## config.mk

```make
export PLATFORM = sky130hd
export DESIGN_NAME = dif_decoder
export DESIGN_NICKNAME = d
export VERILOG_FILES = /design/src/hw/dif_pkg.sv /design/src/hw/dif_decoder.sv /design/src/hw/dif_in_filter.sv /design/src/hw/dif_step_mem.sv
export SDC_FILE = /design/constraint.sdc
export NUM_CORES = 2
export LEC_CHECK = 0
export ABC_AREA = 1
export BUFFER_PORTS_ARGS = -buffer_cell sky130_fd_sc_hd__buf_2
export CAP_MARGIN = 20
export CORE_MARGIN = 4
export CORE_UTILIZATION = 46
export CTS_BUF_LIST = sky130_fd_sc_hd__clkbuf_8
export CTS_CLUSTER_SIZE = 28
export DETAILED_ROUTE_END_ITERATION = 10
export PLACE_DENSITY = 0.62
export REMOVE_ABC_BUFFERS = 1
export SLEW_MARGIN = 20
export SYNTH_ARGS = -nofsm -noshare
export SYNTH_HDL_FRONTEND = slang
export SYNTH_SLANG_ARGS = --single-unit
```

## constraint.sdc

```tcl
create_clock -name CORE_CLK -period 26.3 [get_ports CORE_CLK]
set_input_delay 2.63 -clock CORE_CLK [delete_from_list [all_inputs] [get_ports CORE_CLK]]
set_output_delay 2.63 -clock CORE_CLK [all_outputs]
set_load 0.02 [all_outputs]
```

## src/hw/dif_pkg.sv

```systemverilog
// Shared constants, codes and carrier types of the input function decoder
package dif_pkg;

  // Terminal function codes
  typedef logic [5:0] dif_code_t;
  localparam dif_code_t FN_COAST      = 6'h08;
  localparam dif_code_t FN_RUN_PAUSE  = 6'h0a;
  localparam dif_code_t FN_EXT_FLT_NO = 6'h0b;
  localparam dif_code_t FN_STEP_B0    = 6'h0c;
  localparam dif_code_t FN_STEP_B1    = 6'h0d;
  localparam dif_code_t FN_STEP_B2    = 6'h0e;
  localparam dif_code_t FN_STEP_B3    = 6'h0f;
  localparam dif_code_t FN_RAMP_B0    = 6'h10;
  localparam dif_code_t FN_RAMP_B1    = 6'h11;
  localparam dif_code_t FN_UD_CLEAR   = 6'h13;
  localparam dif_code_t FN_SRC_KEYPAD = 6'h14;
  localparam dif_code_t FN_RAMP_INH   = 6'h15;
  localparam dif_code_t FN_PID_PAUSE  = 6'h16;
  localparam dif_code_t FN_TQ_INHIBIT = 6'h1d;
  localparam dif_code_t FN_EXT_FLT_NC = 6'h21;
  localparam dif_code_t FN_FREQ_LOCK  = 6'h22;
  localparam dif_code_t FN_PID_REV    = 6'h23;
  localparam dif_code_t FN_SRC_COMM   = 6'h25;
  localparam dif_code_t FN_INT_HOLD   = 6'h26;
  localparam dif_code_t FN_MAIN_PRE   = 6'h27;
  localparam dif_code_t FN_AUX_PRE    = 6'h28;
  localparam dif_code_t FN_MOTOR_SEL  = 6'h29;
  localparam dif_code_t FN_PID_GAIN   = 6'h2b;
  localparam dif_code_t FN_USER_FLT1  = 6'h2c;
  localparam dif_code_t FN_USER_FLT2  = 6'h2d;
  localparam dif_code_t FN_SPD_TQ     = 6'h2e;
  localparam dif_code_t FN_EXT_STOP2  = 6'h30;
  localparam dif_code_t FN_DEC_BRAKE  = 6'h31;
  localparam dif_code_t FN_WIRE_SWAP  = 6'h33;

  // Fault codes and protection actions
  localparam logic [7:0] EXTERNAL_FAULT_CODE = 8'h0f;
  localparam logic [7:0] USER_FAULT_ONE_CODE = 8'h1b;
  localparam logic [7:0] USER_FAULT_TWO_CODE = 8'h1c;
  localparam logic [1:0] DIF_ACT_STOP        = 2'h1;

  // Command sources, wire modes, control modes
  localparam logic [1:0] DIF_SRC_KEYPAD   = 2'h0;
  localparam logic [1:0] DIF_SRC_TERMINAL = 2'h1;
  localparam logic [1:0] DIF_SRC_COMM     = 2'h2;
  localparam logic [1:0] DIF_WIRE2_MODE1  = 2'h0;
  localparam logic [1:0] DIF_WIRE3_MODE1  = 2'h2;
  localparam logic       DIF_MODE_SPEED   = 1'b0;
  localparam logic [1:0] DIF_GAIN_BY_TERM = 2'h1;
  localparam logic [1:0] DIF_RAMP_FOURTH  = 2'h3;

  // Step scaling: step values in 0.1 % units, 1000 is 100 %
  localparam logic [15:0] DIF_STEP_FULL_SCALE = 16'h03e8;
  localparam logic [7:0]  DIF_RST_CODE        = 8'h00;

  // Filter timing
  localparam int          DIF_CLK_PERIOD_NS   = 4;
  localparam int          DIF_NS_PER_MS       = 1000000;
  localparam int          DIF_CYCLES_PER_MS   = (DIF_NS_PER_MS + DIF_CLK_PERIOD_NS - 1) / DIF_CLK_PERIOD_NS;
  localparam logic [9:0]  DIF_FILTER_DEF_MS   = 10'h00a;

  // Carriers
  typedef struct packed {
    logic pause;
    logic int_hold;
    logic gain_two;
    logic dir_rev;
  } dif_pid_s;

  typedef struct packed {
    logic [7:0] code;
    logic [1:0] action;
  } dif_fault_s;

endpackage

```

## src/hw/dif_decoder.sv

```systemverilog
// Multi-function input terminal decoder for the drive control core
// Overview of operation
// Coast-stop input active disables the output stage at once.
// Run-pause ramps to stop; release restores the previous running state.
// Normally-open external fault raises code 15 with configured protection.
// Four step inputs form a 4-bit index, terminal 1 least significant.
// Multi-step source scales step values so 100 % is maximum frequency.
// Two ramp inputs form a 2-bit ramp pair index.
// Up/down clear drops all increments and returns to preset frequency.
// Source switch 1 active takes run commands from the keypad.
// Ramp inhibit holds output frequency, but a stop command still acts.
// PID pause suspends regulation and keeps the present frequency.
// Torque inhibit forces speed control mode.
// Normally-closed external fault raises code 15 and stops the motor.
// Frequency lock ignores every set frequency change from any source.
// Source switch 2 active takes run commands from the link when the configured source is the terminals.
// Integral hold freezes the PID integral term only.
// Main or auxiliary preset override uses the preset frequency instead.
// Motor select picks parameter set and ramp pair one or two.
// With terminal gain switching, the input picks the PID gain triple.
// User faults one and two raise codes 27 and 28.
// Speed/torque switch selects the opposite of the configured mode.
// External stop 2 ramps down using the fourth deceleration time.
// Decelerate-brake ramps to DC start frequency, then DC brakes.
// Wire swap turns two-wire mode 1 into three-wire mode 1.
// Inputs count as active after the filter time, default 10 ms.
// Function code zero or reserved codes cause no action.
`timescale 1ns/1ps
module dif_decoder
  import dif_pkg::*;
#(
  parameter int N             = 7,
  parameter int FREQ_W        = 16,
  parameter int CYCLES_PER_MS = DIF_CYCLES_PER_MS
)(
  // Clock and reset
  input  wire logic                   CORE_CLK,
  input  wire logic                   SRST,
  // Terminal pins and their function assignment
  input  wire logic [N-1:0]           DIGITAL_INPUT_TERMINAL,
  input  wire logic [N-1:0][5:0]      FUNC_SEL,
  input  wire logic [9:0]             INPUT_FILTER_TIME,
  // Configuration
  input  wire logic [1:0]             CMD_SOURCE_SETTING,
  input  wire logic [1:0]             TERMINAL_COMMAND_MODE,
  input  wire logic                   CONTROL_MODE_SETTING,
  input  wire logic                   PID_DIRECTION_SETTING,
  input  wire logic [1:0]             PID_GAIN_SWITCH_SOURCE,
  input  wire logic [1:0]             EXT_FAULT_RESPONSE,
  input  wire logic [1:0]             USER_FAULT_RESPONSE_SETTING,
  input  wire logic                   FREQ_SRC_MULTISTEP,
  input  wire logic [FREQ_W-1:0]      MAXIMUM_FREQUENCY_SETTING,
  input  wire logic [FREQ_W-1:0]      PRESET_FREQUENCY_SETTING,
  input  wire logic [FREQ_W-1:0]      DC_START_FREQ,
  // Step reference store
  input  wire logic                   STEP_WR_EN,
  input  wire logic [3:0]             STEP_WR_ADDR,
  input  wire logic [15:0]            STEP_WR_DATA,
  // Drive state and frequency change requests
  input  wire logic                   RUNNING,
  input  wire logic                   STOP_CMD,
  input  wire logic [FREQ_W-1:0]      OUT_FREQ,
  input  wire logic                   FREQ_MOD_REQ,
  input  wire logic [FREQ_W-1:0]      FREQ_MOD_VALUE,
  // Stop and run control
  output logic                        OUTPUT_DISABLE,
  output logic                        PAUSE_STOP_REQ,
  output logic                        RESUME_REQ,
  output logic                        STOP_DECEL_REQ,
  output logic                        BRAKE_DECEL_REQ,
  output logic                        DC_BRAKE_ON,
  // Faults
  output logic                        FAULT_RAISE,
  output dif_fault_s                  FAULT,
  // Reference and ramp
  output logic [3:0]                  STEP_INDEX,
  output logic [FREQ_W-1:0]           STEP_FREQ,
  output logic [1:0]                  RAMP_SEL,
  output logic                        MOTOR_SET_TWO,
  output logic [FREQ_W-1:0]           SET_FREQ,
  output logic                        FREQ_HOLD,
  output logic                        MAIN_PRESET,
  output logic                        AUX_PRESET,
  // Modes
  output logic [1:0]                  CMD_SOURCE,
  output logic                        TORQUE_MODE,
  output logic [1:0]                  WIRE_MODE,
  output dif_pid_s                    PID_CTRL
);

  localparam int CNT_W = 28;

  typedef enum logic [1:0] {BRK_IDLE, BRK_DECEL, BRK_HOLD} dif_brk_e;

  logic [N-1:0]     level;
  logic [CNT_W-1:0] threshold_r;
  logic [15:0]      step_val;
  logic [3:0]       step_idx_nxt;
  logic             pause_prev_r;
  logic             was_running_r;
  logic             flt_no_prev_r;
  logic             flt_nc_prev_r;
  logic             uf1_prev_r;
  logic             uf2_prev_r;
  dif_brk_e         brk_r;
  dif_brk_e         brk_nxt;

  // True when any input assigned to the code is active; codes with no
  // decode below never match anything, so reserved codes stay inert
  function automatic logic fn_on(input dif_code_t code);
    logic hit;
    hit = 1'b0;
    for (int i = 0; i < N; i++)
      if (level[i] && (FUNC_SEL[i] == code) && (code != 6'h00))
        hit = 1'b1;
    return hit;
  endfunction

  // True when any input carries the code, whatever its level
  function automatic logic fn_assigned(input dif_code_t code);
    logic hit;
    hit = 1'b0;
    for (int i = 0; i < N; i++)
      if (FUNC_SEL[i] == code)
        hit = 1'b1;
    return hit;
  endfunction

  // Filter threshold registered so the multiplier stays off the filter path
  always_ff @(posedge CORE_CLK)
  begin
    if (SRST)
      threshold_r <= CNT_W'(DIF_FILTER_DEF_MS * CYCLES_PER_MS);
    else
      threshold_r <= CNT_W'(INPUT_FILTER_TIME * CYCLES_PER_MS);
  end

  dif_in_filter #(
    .N     (N),
    .CNT_W (CNT_W)
  ) u_filter (
    .clk       (CORE_CLK),
    .srst      (SRST),
    .pins      (DIGITAL_INPUT_TERMINAL),
    .threshold (threshold_r),
    .level     (level)
  );

  // Step index from the four step terminals; a process, not an assign, so
  // that it wakes on the filtered levels the function reads
  always_comb
  begin
    step_idx_nxt = {fn_on(FN_STEP_B3), fn_on(FN_STEP_B2),
                    fn_on(FN_STEP_B1), fn_on(FN_STEP_B0)};
  end

  dif_step_mem #(
    .W (16)
  ) u_steps (
    .clk     (CORE_CLK),
    .wr_en   (STEP_WR_EN),
    .wr_addr (STEP_WR_ADDR),
    .wr_data (STEP_WR_DATA),
    .rd_addr (STEP_INDEX),
    .rd_data (step_val)
  );

  // Step scaling; constant divide traded for one full cycle of slack
  always_ff @(posedge CORE_CLK)
  begin
    if (SRST)
    begin
      STEP_INDEX <= 4'h0;
      STEP_FREQ  <= '0;
    end
    else
    begin
      STEP_INDEX <= step_idx_nxt;
      if (FREQ_SRC_MULTISTEP)
        STEP_FREQ <= FREQ_W'((32'(step_val) * 32'(MAXIMUM_FREQUENCY_SETTING))
                             / 32'(DIF_STEP_FULL_SCALE));
      else
        STEP_FREQ <= '0;
    end
  end

  // Stop requests are plain levels that follow the filtered inputs
  always_ff @(posedge CORE_CLK)
  begin
    if (SRST)
    begin
      OUTPUT_DISABLE <= 1'b0;
      PAUSE_STOP_REQ <= 1'b0;
      STOP_DECEL_REQ <= 1'b0;
      FREQ_HOLD      <= 1'b0;
    end
    else
    begin
      OUTPUT_DISABLE <= fn_on(FN_COAST);
      PAUSE_STOP_REQ <= fn_on(FN_RUN_PAUSE);
      STOP_DECEL_REQ <= fn_on(FN_EXT_STOP2);
      FREQ_HOLD      <= fn_on(FN_RAMP_INH) && !STOP_CMD;
    end
  end

  // Remember whether the drive ran when the pause began
  always_ff @(posedge CORE_CLK)
  begin
    if (SRST)
    begin
      pause_prev_r  <= 1'b0;
      was_running_r <= 1'b0;
      RESUME_REQ    <= 1'b0;
    end
    else
    begin
      pause_prev_r <= fn_on(FN_RUN_PAUSE);
      if (fn_on(FN_RUN_PAUSE) && !pause_prev_r)
        was_running_r <= RUNNING;
      RESUME_REQ <= pause_prev_r && !fn_on(FN_RUN_PAUSE) && was_running_r;
    end
  end

  // Fault events fire on the rising edge of each fault function;
  // the stopping fault wins when two arrive together
  always_ff @(posedge CORE_CLK)
  begin
    if (SRST)
    begin
      flt_no_prev_r <= 1'b0;
      flt_nc_prev_r <= 1'b0;
      uf1_prev_r    <= 1'b0;
      uf2_prev_r    <= 1'b0;
      FAULT_RAISE   <= 1'b0;
      FAULT         <= '{code: DIF_RST_CODE, action: 2'h0};
    end
    else
    begin
      flt_no_prev_r <= fn_on(FN_EXT_FLT_NO);
      flt_nc_prev_r <= fn_on(FN_EXT_FLT_NC);
      uf1_prev_r    <= fn_on(FN_USER_FLT1);
      uf2_prev_r    <= fn_on(FN_USER_FLT2);
      FAULT_RAISE   <= 1'b1;
      if (fn_on(FN_EXT_FLT_NC) && !flt_nc_prev_r)
        FAULT <= '{code: EXTERNAL_FAULT_CODE, action: DIF_ACT_STOP};
      else if (fn_on(FN_EXT_FLT_NO) && !flt_no_prev_r)
        FAULT <= '{code: EXTERNAL_FAULT_CODE, action: EXT_FAULT_RESPONSE};
      else if (fn_on(FN_USER_FLT1) && !uf1_prev_r)
        FAULT <= '{code: USER_FAULT_ONE_CODE, action: USER_FAULT_RESPONSE_SETTING};
      else if (fn_on(FN_USER_FLT2) && !uf2_prev_r)
        FAULT <= '{code: USER_FAULT_TWO_CODE, action: USER_FAULT_RESPONSE_SETTING};
      else
        FAULT_RAISE <= 1'b0;
    end
  end

  // Ramp pair: stop 2 forces the fourth pair, motor select overrides the pins
  always_ff @(posedge CORE_CLK)
  begin
    if (SRST)
    begin
      RAMP_SEL      <= 2'h0;
      MOTOR_SET_TWO <= 1'b0;
    end
    else
    begin
      MOTOR_SET_TWO <= fn_on(FN_MOTOR_SEL);
      if (fn_on(FN_EXT_STOP2))
        RAMP_SEL <= DIF_RAMP_FOURTH;
      else if (fn_assigned(FN_MOTOR_SEL))
        RAMP_SEL <= {1'b0, fn_on(FN_MOTOR_SEL)};
      else
        RAMP_SEL <= {fn_on(FN_RAMP_B1), fn_on(FN_RAMP_B0)};
    end
  end

  // Set frequency; the lock also blocks the clear, which is a change too
  always_ff @(posedge CORE_CLK)
  begin
    if (SRST)
      SET_FREQ <= '0;
    else if (fn_on(FN_FREQ_LOCK))
      SET_FREQ <= SET_FREQ;
    else if (fn_on(FN_UD_CLEAR))
      SET_FREQ <= PRESET_FREQUENCY_SETTING;
    else if (FREQ_MOD_REQ)
      SET_FREQ <= FREQ_MOD_VALUE;
  end

  // Preset overrides, command source, control and wire modes
  always_ff @(posedge CORE_CLK)
  begin
    if (SRST)
    begin
      MAIN_PRESET <= 1'b0;
      AUX_PRESET  <= 1'b0;
      CMD_SOURCE  <= DIF_SRC_TERMINAL;
      TORQUE_MODE <= DIF_MODE_SPEED;
      WIRE_MODE   <= DIF_WIRE2_MODE1;
    end
    else
    begin
      MAIN_PRESET <= fn_on(FN_MAIN_PRE);
      AUX_PRESET  <= fn_on(FN_AUX_PRE);
      if (fn_on(FN_SRC_KEYPAD))
        CMD_SOURCE <= DIF_SRC_KEYPAD;
      else if (fn_on(FN_SRC_COMM) && (CMD_SOURCE_SETTING == DIF_SRC_TERMINAL))
        CMD_SOURCE <= DIF_SRC_COMM;
      else
        CMD_SOURCE <= CMD_SOURCE_SETTING;
      if (fn_on(FN_TQ_INHIBIT))
        TORQUE_MODE <= DIF_MODE_SPEED;
      else
        TORQUE_MODE <= CONTROL_MODE_SETTING ^ fn_on(FN_SPD_TQ);
      if (fn_on(FN_WIRE_SWAP) && (TERMINAL_COMMAND_MODE == DIF_WIRE2_MODE1))
        WIRE_MODE <= DIF_WIRE3_MODE1;
      else
        WIRE_MODE <= TERMINAL_COMMAND_MODE;
    end
  end

  // PID controls
  always_ff @(posedge CORE_CLK)
  begin
    if (SRST)
      PID_CTRL <= '0;
    else
    begin
      PID_CTRL.pause    <= fn_on(FN_PID_PAUSE);
      PID_CTRL.int_hold <= fn_on(FN_INT_HOLD);
      PID_CTRL.gain_two <= (PID_GAIN_SWITCH_SOURCE == DIF_GAIN_BY_TERM) && fn_on(FN_PID_GAIN);
      PID_CTRL.dir_rev  <= PID_DIRECTION_SETTING ^ fn_on(FN_PID_REV);
    end
  end

  // Decelerate-then-brake sequence; dropping the input aborts it
  always_comb
  begin
    brk_nxt = brk_r;
    case (brk_r)
      BRK_IDLE:
        if (fn_on(FN_DEC_BRAKE))
          brk_nxt = BRK_DECEL;
      BRK_DECEL:
        if (!fn_on(FN_DEC_BRAKE))
          brk_nxt = BRK_IDLE;
        else if (OUT_FREQ <= DC_START_FREQ)
          brk_nxt = BRK_HOLD;
      BRK_HOLD:
        if (!fn_on(FN_DEC_BRAKE))
          brk_nxt = BRK_IDLE;
      default:
        brk_nxt = BRK_IDLE;
    endcase
  end

  always_ff @(posedge CORE_CLK)
  begin
    if (SRST)
    begin
      brk_r           <= BRK_IDLE;
      BRAKE_DECEL_REQ <= 1'b0;
      DC_BRAKE_ON     <= 1'b0;
    end
    else
    begin
      brk_r           <= brk_nxt;
      BRAKE_DECEL_REQ <= (brk_nxt == BRK_DECEL);
      DC_BRAKE_ON     <= (brk_nxt == BRK_HOLD);
    end
  end

  // Checks watch a plain vector, since a function body is not sampled
  logic [63:0] fn_act;
  always_comb
  begin
    for (int k = 0; k < 64; k++)
      fn_act[k] = fn_on(6'(k));
  end
endmodule

```

## src/hw/dif_in_filter.sv

```systemverilog
// Pin synchroniser and stability filter for the input terminals
`timescale 1ns/1ps
module dif_in_filter
  import dif_pkg::*;
#(
  parameter int N     = 7,
  parameter int CNT_W = 28
)(
  input  wire logic             clk,
  input  wire logic             srst,
  input  wire logic [N-1:0]     pins,
  input  wire logic [CNT_W-1:0] threshold,
  output logic      [N-1:0]     level
);

  for (genvar i = 0; i < N; i++)
  begin : g_in
    logic             s1_r;
    logic             s2_r;
    logic             s3_r;
    logic [CNT_W-1:0] cnt_r;

    // Three stages; only the last two are compared
    always_ff @(posedge clk)
    begin
      if (srst)
      begin
        s1_r <= 1'b0;
        s2_r <= 1'b0;
        s3_r <= 1'b0;
      end
      else
      begin
        s1_r <= pins[i];
        s2_r <= s1_r;
        s3_r <= s2_r;
      end
    end

    // Level changes only after staying put for the whole threshold
    always_ff @(posedge clk)
    begin
      if (srst)
      begin
        cnt_r    <= '0;
        level[i] <= 1'b0;
      end
      else if ((s2_r != s3_r) || (s3_r == level[i]))
        cnt_r <= '0;
      else if (cnt_r >= threshold)
      begin
        level[i] <= s3_r;
        cnt_r    <= '0;
      end
      else
        cnt_r <= cnt_r + 1'b1;
    end
  end

endmodule

```

## src/hw/dif_step_mem.sv

```systemverilog
// Sixteen stored step references with registered read
`timescale 1ns/1ps
module dif_step_mem
#(
  parameter int W = 16
)(
  input  wire logic         clk,
  input  wire logic         wr_en,
  input  wire logic [3:0]   wr_addr,
  input  wire logic [W-1:0] wr_data,
  input  wire logic [3:0]   rd_addr,
  output logic      [W-1:0] rd_data
);

  logic [W-1:0] mem [16];

  // Plain array, so it maps onto distributed memory
  always_ff @(posedge clk)
  begin
    if (wr_en)
      mem[wr_addr] <= wr_data;
    rd_data <= mem[rd_addr];
  end

endmodule

```

==> flow_summary.html <==
<table>
<tr><th>Metric</th><th>Value</th></tr>
<tr><th colspan="2">Logic synthesis</th></tr>
<tr><td>Number of distinct library cells after synthesis</td><td>slightly above 80</td></tr>
<tr><td>Synth Register Bits</td><td>roughly 590</td></tr>
<tr><td>Complex-gate fraction of the synthesized area</td><td>0.105</td></tr>
<tr><td>Syn avg cell area</td><td>just under 8 µm²</td></tr>
<tr><td>Number of synthesis warnings</td><td>0</td></tr>
<tr><td>Seq/Total Area, Yosys</td><td>0.307</td></tr>
<tr><td>Share of cell area taken by muxes after synthesis</td><td>0.0137</td></tr>
<tr><td>Synth Area in Adders</td><td>0.193</td></tr>
<tr><td>Yosys top cell area share</td><td>0.164</td></tr>
<tr><td>Simple-gate share of the synthesized area</td><td>0.253</td></tr>
<tr><td>Synth async-reset ratio</td><td>0</td></tr>
<tr><td>Combinational family with the most area after synthesis</td><td>simple AND/OR/NAND/NOR gates</td></tr>
<tr><td>Area leader, netlist</td><td>edfxtp_1</td></tr>
<tr><td>Post-Synthesis Cell Area</td><td>about 47000 µm²</td></tr>
<tr><td>Synthesized-area fraction occupied by xor and xnor cells</td><td>0.0181</td></tr>
<tr><td>Gate Count Post-Synth</td><td>approximately 6000</td></tr>
<tr><td>Count of flip-flops with a built-in enable after synthesis</td><td>between 200 and 300</td></tr>
<tr><td>Dominant cells by area after synthesis</td><td>edfxtp_1 16%, dfxtp_1 14%, ha_1 10%, fa_1 9.3%, inv_1 9.2%</td></tr>
<tr><td>Most used flip-flop cell after synthesis</td><td>dfxtp_1</td></tr>
<tr><th colspan="2">Global routing</th></tr>
<tr><td>Via count of the first global-routing pass</td><td>37395</td></tr>
<tr><td>Residual overflow from global routing</td><td>0</td></tr>
<tr><td>Maximum number of pins on one net before global-route repair</td><td>151</td></tr>
<tr><td>Initial antenna violation count</td><td>17</td></tr>
<tr><td>Global-route wire length before repair</td><td>~200 mm</td></tr>
<tr><td>GR Util All Layers</td><td>0.228</td></tr>
<tr><th colspan="2">Die</th></tr>
<tr><td>Core area</td><td>~100000 µm²</td></tr>
<tr><td>Chip height</td><td>between 300 and 400 µm</td></tr>
<tr><td>Initial cell density of the core</td><td>0.466</td></tr>
<tr><td>Number of top-level pins</td><td>between 200 and 250</td></tr>
<tr><td>Die outline area</td><td>107000 µm²</td></tr>
<tr><td>Horiz. Die Dim</td><td>between 300 and 400 µm</td></tr>
<tr><td>Number of placement rows</td><td>about 120</td></tr>
<tr><th colspan="2">Timing</th></tr>
<tr><td>Period minus WS final</td><td>18.97 ns</td></tr>
<tr><td>Hold Fails Final Rpt</td><td>0</td></tr>
<tr><td>Setup violations, final</td><td>0</td></tr>
<tr><td>Final total negative setup slack</td><td>0 ns</td></tr>
<tr><td>Measured slew at the worst slew-check pin</td><td>about 1.1 ns</td></tr>
<tr><td>Final setup margin</td><td>7.33 ns</td></tr>
<tr><td>Share of the clock period used by the worst path after layout</td><td>0.721</td></tr>
<tr><td>Timing-limited maximum frequency</td><td>approximately 53 MHz</td></tr>
<tr><td>Clock skew after layout</td><td>0.0585 ns</td></tr>
<tr><td>Setup repair after global routing missed its margin</td><td>false</td></tr>
<tr><td>Max-slew violation total from the final report</td><td>0</td></tr>
<tr><td>Relative max-transition margin</td><td>0.239</td></tr>
<tr><td>Hold slack</td><td>~0.4 ns</td></tr>
<tr><th colspan="2">Worst setup path</th></tr>
<tr><td>Type of the worst setup path</td><td>in2reg</td></tr>
<tr><td>Required time of the worst setup path</td><td>26.94 ns</td></tr>
<tr><td>Type of element launching the critical path</td><td>input port</td></tr>
<tr><td>Max stage delay on crit path</td><td>0.55 ns</td></tr>
<tr><td>CP Capture Point</td><td>STEP_FREQ[0]</td></tr>
<tr><td>Kind of capture point of the worst setup path</td><td>flip-flop</td></tr>
<tr><td>R2R depth</td><td>~130</td></tr>
<tr><td>Crit Path Max Fanout</td><td>16</td></tr>
<tr><td>Cell repeated most along the worst path</td><td>nand2_2</td></tr>
<tr><td>Worst reg2reg endpoint</td><td>STEP_FREQ[0]</td></tr>
<tr><td>Startpoint of the worst-slack reg-to-reg timing path</td><td>u_steps.rd_data[6]</td></tr>
<tr><td>Worst-case register-to-register setup slack</td><td>~8.7 ns</td></tr>
<tr><td>Data arrival time of the worst path</td><td>around 20 ns</td></tr>
<tr><td>Start point of the critical path</td><td>MAXIMUM_FREQUENCY_SETTING[2]</td></tr>
<tr><td>Critical Path Slowest Stage Cell</td><td>fa_1</td></tr>
<tr><th colspan="2">Drt</th></tr>
<tr><td>Met3 wire len</td><td>about 8.3 mm</td></tr>
<tr><td>Via Count</td><td>slightly below 40000</td></tr>
<tr><td>Met2 wire len</td><td>54.5 mm</td></tr>
<tr><td>Final ANT Viol Nets</td><td>0</td></tr>
<tr><td>Initial drt markers</td><td>2743</td></tr>
<tr><td>DR top layer</td><td>met5</td></tr>
<tr><td>Final wirelength</td><td>between 100 and 150 mm</td></tr>
<tr><td>DRC Markers</td><td>0</td></tr>
<tr><td>Detailed-route vias per instance</td><td>between 5 and 6</td></tr>
<tr><td>Routed length per placed instance</td><td>around 16 µm</td></tr>
<tr><td>Number of iterations in the first detailed-routing pass</td><td>8</td></tr>
<tr><td>Wl on met1</td><td>~57 mm</td></tr>
<tr><th colspan="2">Hold path</th></tr>
<tr><td>Kind of path behind the tightest hold check</td><td>reg2reg</td></tr>
<tr><th colspan="2">Cells and area</th></tr>
<tr><td>Final #Nets</td><td>6929</td></tr>
<tr><td>Fraction of final layout cells with drive strength greater than 1</td><td>0.143</td></tr>
<tr><td>Area growth, synth to finish</td><td>10.6%</td></tr>
<tr><td>Share of the core filled with cells</td><td>0.516</td></tr>
<tr><th colspan="2">CTS</th></tr>
<tr><td>Post-CTS Hold Fix Bufs</td><td>0</td></tr>
<tr><td>CTS max path bufs</td><td>3</td></tr>
<tr><td># clock sinks</td><td>between 500 and 600</td></tr>
<tr><td>TritonCTS clock tree</td><td>done</td></tr>
<tr><td>Clock network latency to the later pin of the worst-skew pair</td><td>approximately 0.75 ns</td></tr>
<tr><td>Post-cts resize count</td><td>0</td></tr>
<tr><td>Clk pin slew, worst setup/hold paths</td><td>roughly 0.060 ns</td></tr>
<tr><td>Number of buffers created by CTS</td><td>around 110</td></tr>
<tr><td>CTS Root Buffer Type</td><td>clkbuf_8</td></tr>
<tr><td>Htree depth</td><td>3</td></tr>
<tr><td>Post-CTS setup buffer count</td><td>0</td></tr>
<tr><th colspan="2">Placement</th></tr>
<tr><td>Worst Setup Slack post-DPL</td><td>approximately 6.7 ns</td></tr>
<tr><td>Final Wtd Congestion</td><td>between 0.9 and 1</td></tr>
<tr><td>HPWL reported at the end of detailed placement</td><td>93.6 mm</td></tr>
<tr><td>Buffers on Ports</td><td>between 200 and 250</td></tr>
<tr><th colspan="2">Run</th></tr>
<tr><td>Count of maximum capacitance violations</td><td>0</td></tr>
<tr><th colspan="2">Status</th></tr>
<tr><td>Status</td><td>completed</td></tr>
</table>
[placed cells by master, fill, tap and decap left out, drive strengths merged, types with 6 or more instances in the layout]
| cell | netlist | routed |
|---|---|---|
| inv | 1197 | 1240 |
| nand2 | 1218 | 1218 |
| nor2 | 569 | 569 |
| ha | 375 | 375 |
| dfxtp | 335 | 335 |
| a21oi | 281 | 281 |
| buf | 16 | 281 |
| nand3 | 258 | 258 |
| edfxtp | 256 | 256 |
| fa | 219 | 219 |
| o21ai | 206 | 206 |
| nor3 | 143 | 143 |
| clkbuf | 126 | 118 |
| nor3b | 79 | 79 |
| nand4 | 77 | 77 |
| o211ai | 76 | 76 |
| xor2 | 70 | 70 |
| mux2i | 64 | 64 |
| o21a | 42 | 42 |
| a211oi | 36 | 36 |
| clkinv | 11 | 34 |
| xnor2 | 27 | 27 |
| nor4 | 23 | 23 |
| o21bai | 21 | 21 |
| a31oi | 20 | 20 |
| or2 | 16 | 16 |
| nand3b | 16 | 16 |
| a21boi | 13 | 13 |
| o2111ai | 12 | 12 |
| o22ai | 11 | 11 |
| a2111oi | 11 | 11 |
| diode | 0 | 10 |
| a221oi | 10 | 10 |
| bufinv | 2 | 10 |
| and3 | 9 | 9 |
| o221ai | 8 | 8 |
| a31o | 7 | 7 |
| o31ai | 6 | 6 |
| a22oi | 6 | 6 |
[cells by family (layout without fill, tap and decap cells)]
kind of cell | Yosys count | count (layout)
mux | 64 | 64
compound gates | 787 | 787
fa+ha+maj | 594 | 594
other cells | 1 | 13
simple gates | 2423 | 2423
buf+inv | 1352 | 1684
xor+xnor | 97 | 97
flops | 591 | 591
[state kept, by name (all words and copies together) (netlist names), 7 cells and up]
name	flops
SET_FREQ	16
STEP_FREQ	16
threshold_r	24
u_filter.g_in.cnt_r	196
u_filter.g_in.s1_r	7
u_filter.g_in.s2_r	7
u_filter.g_in.s3_r	7
u_filter.level	7
u_steps.mem	256
u_steps.rd_data	16
[synth_stat cells, types with 36 or more instances]
| master | n |
|---|---|
| nand3_1 | 212 |
| xor2_1 | 70 |
| edfxtp_1 | 256 |
| o21a_1 | 42 |
| fa_1 | 219 |
| nand2_1 | 1005 |
| nand2_4 | 61 |
| inv_1 | 1150 |
| inv_2 | 39 |
| nand4_1 | 75 |
| nor3b_1 | 79 |
| nand2_2 | 142 |
| mux2i_1 | 64 |
| nand3_2 | 39 |
| a21oi_1 | 262 |
| clkbuf_1 | 126 |
| nor2_1 | 506 |
| o211ai_1 | 76 |
| nor2_2 | 48 |
| ha_1 | 375 |
| o21ai_0 | 162 |
| dfxtp_1 | 335 |
| a211oi_1 | 36 |
| nor3_1 | 140 |
[area by class of cell]
| class | instances | area (µm²) |
|---|---|---|
| inverter | 1210 | 4600 |
| fill | 9673 | 48700 |
| clock inverter | 75 | 574 |
| clock buffer | 118 | 1620 |
| sequential | 591 | 14400 |
| antenna | 10 | 25.0 |
| multi-input combinational | 3968 | 27500 |
| tap | 1357 | 1700 |
| timing repair buffer | 281 | 1520 |
[worst max-delay path, delay by kind of cell]
kind                       cells  cell delay (ns)
AOI/OAI and AO/OA              8             1.38
xor gates and xnor gates       1             0.28
adders and majority gates      7             3.50
buffers and inverters         20             1.36
and+or+nand+nor               95            10.41
[how the worst min path moves through the flow]
stage | start | to | slack [ns] | depth (start not counted)
2_1_floorplan | u_filter.g_in[0].s1_r | u_filter.g_in[0].s2_r | 0.39 | 2
3_3_place_gp | u_filter.g_in[3].s1_r | u_filter.g_in[3].s2_r | 0.40 | 2
4_1_cts | u_filter.g_in[3].s1_r | u_filter.g_in[3].s2_r | 0.41 | 2
6_report | u_filter.g_in[3].s1_r | u_filter.g_in[3].s2_r | 0.41 | 2
5_1_grt | u_filter.g_in[3].s1_r | u_filter.g_in[3].s2_r | 0.42 | 2
3_5_place_dp | u_filter.g_in[3].s1_r | u_filter.g_in[3].s2_r | 0.39 | 2
[metal layers]
layer  vias to the layer above  global-route usage
met5                         -                   0
met4                        14              0.0800
met3                       212              0.0442
met2                       998               0.362
met1                     17893               0.312
li1                      19577                   -
[per-stage QoR]
step,area [µm²],std cells
5_1_grt,51900,7604
6_report,51900,7610
4_1_cts,51900,7599
2_1_floorplan,46400,5769
3_3_place_gp,49600,7405
3_5_place_dp,49700,7406
Power is left out: the tool's default activity adds up to more than one toggle a clock period on the data nets, which glitch-free logic cannot reach.
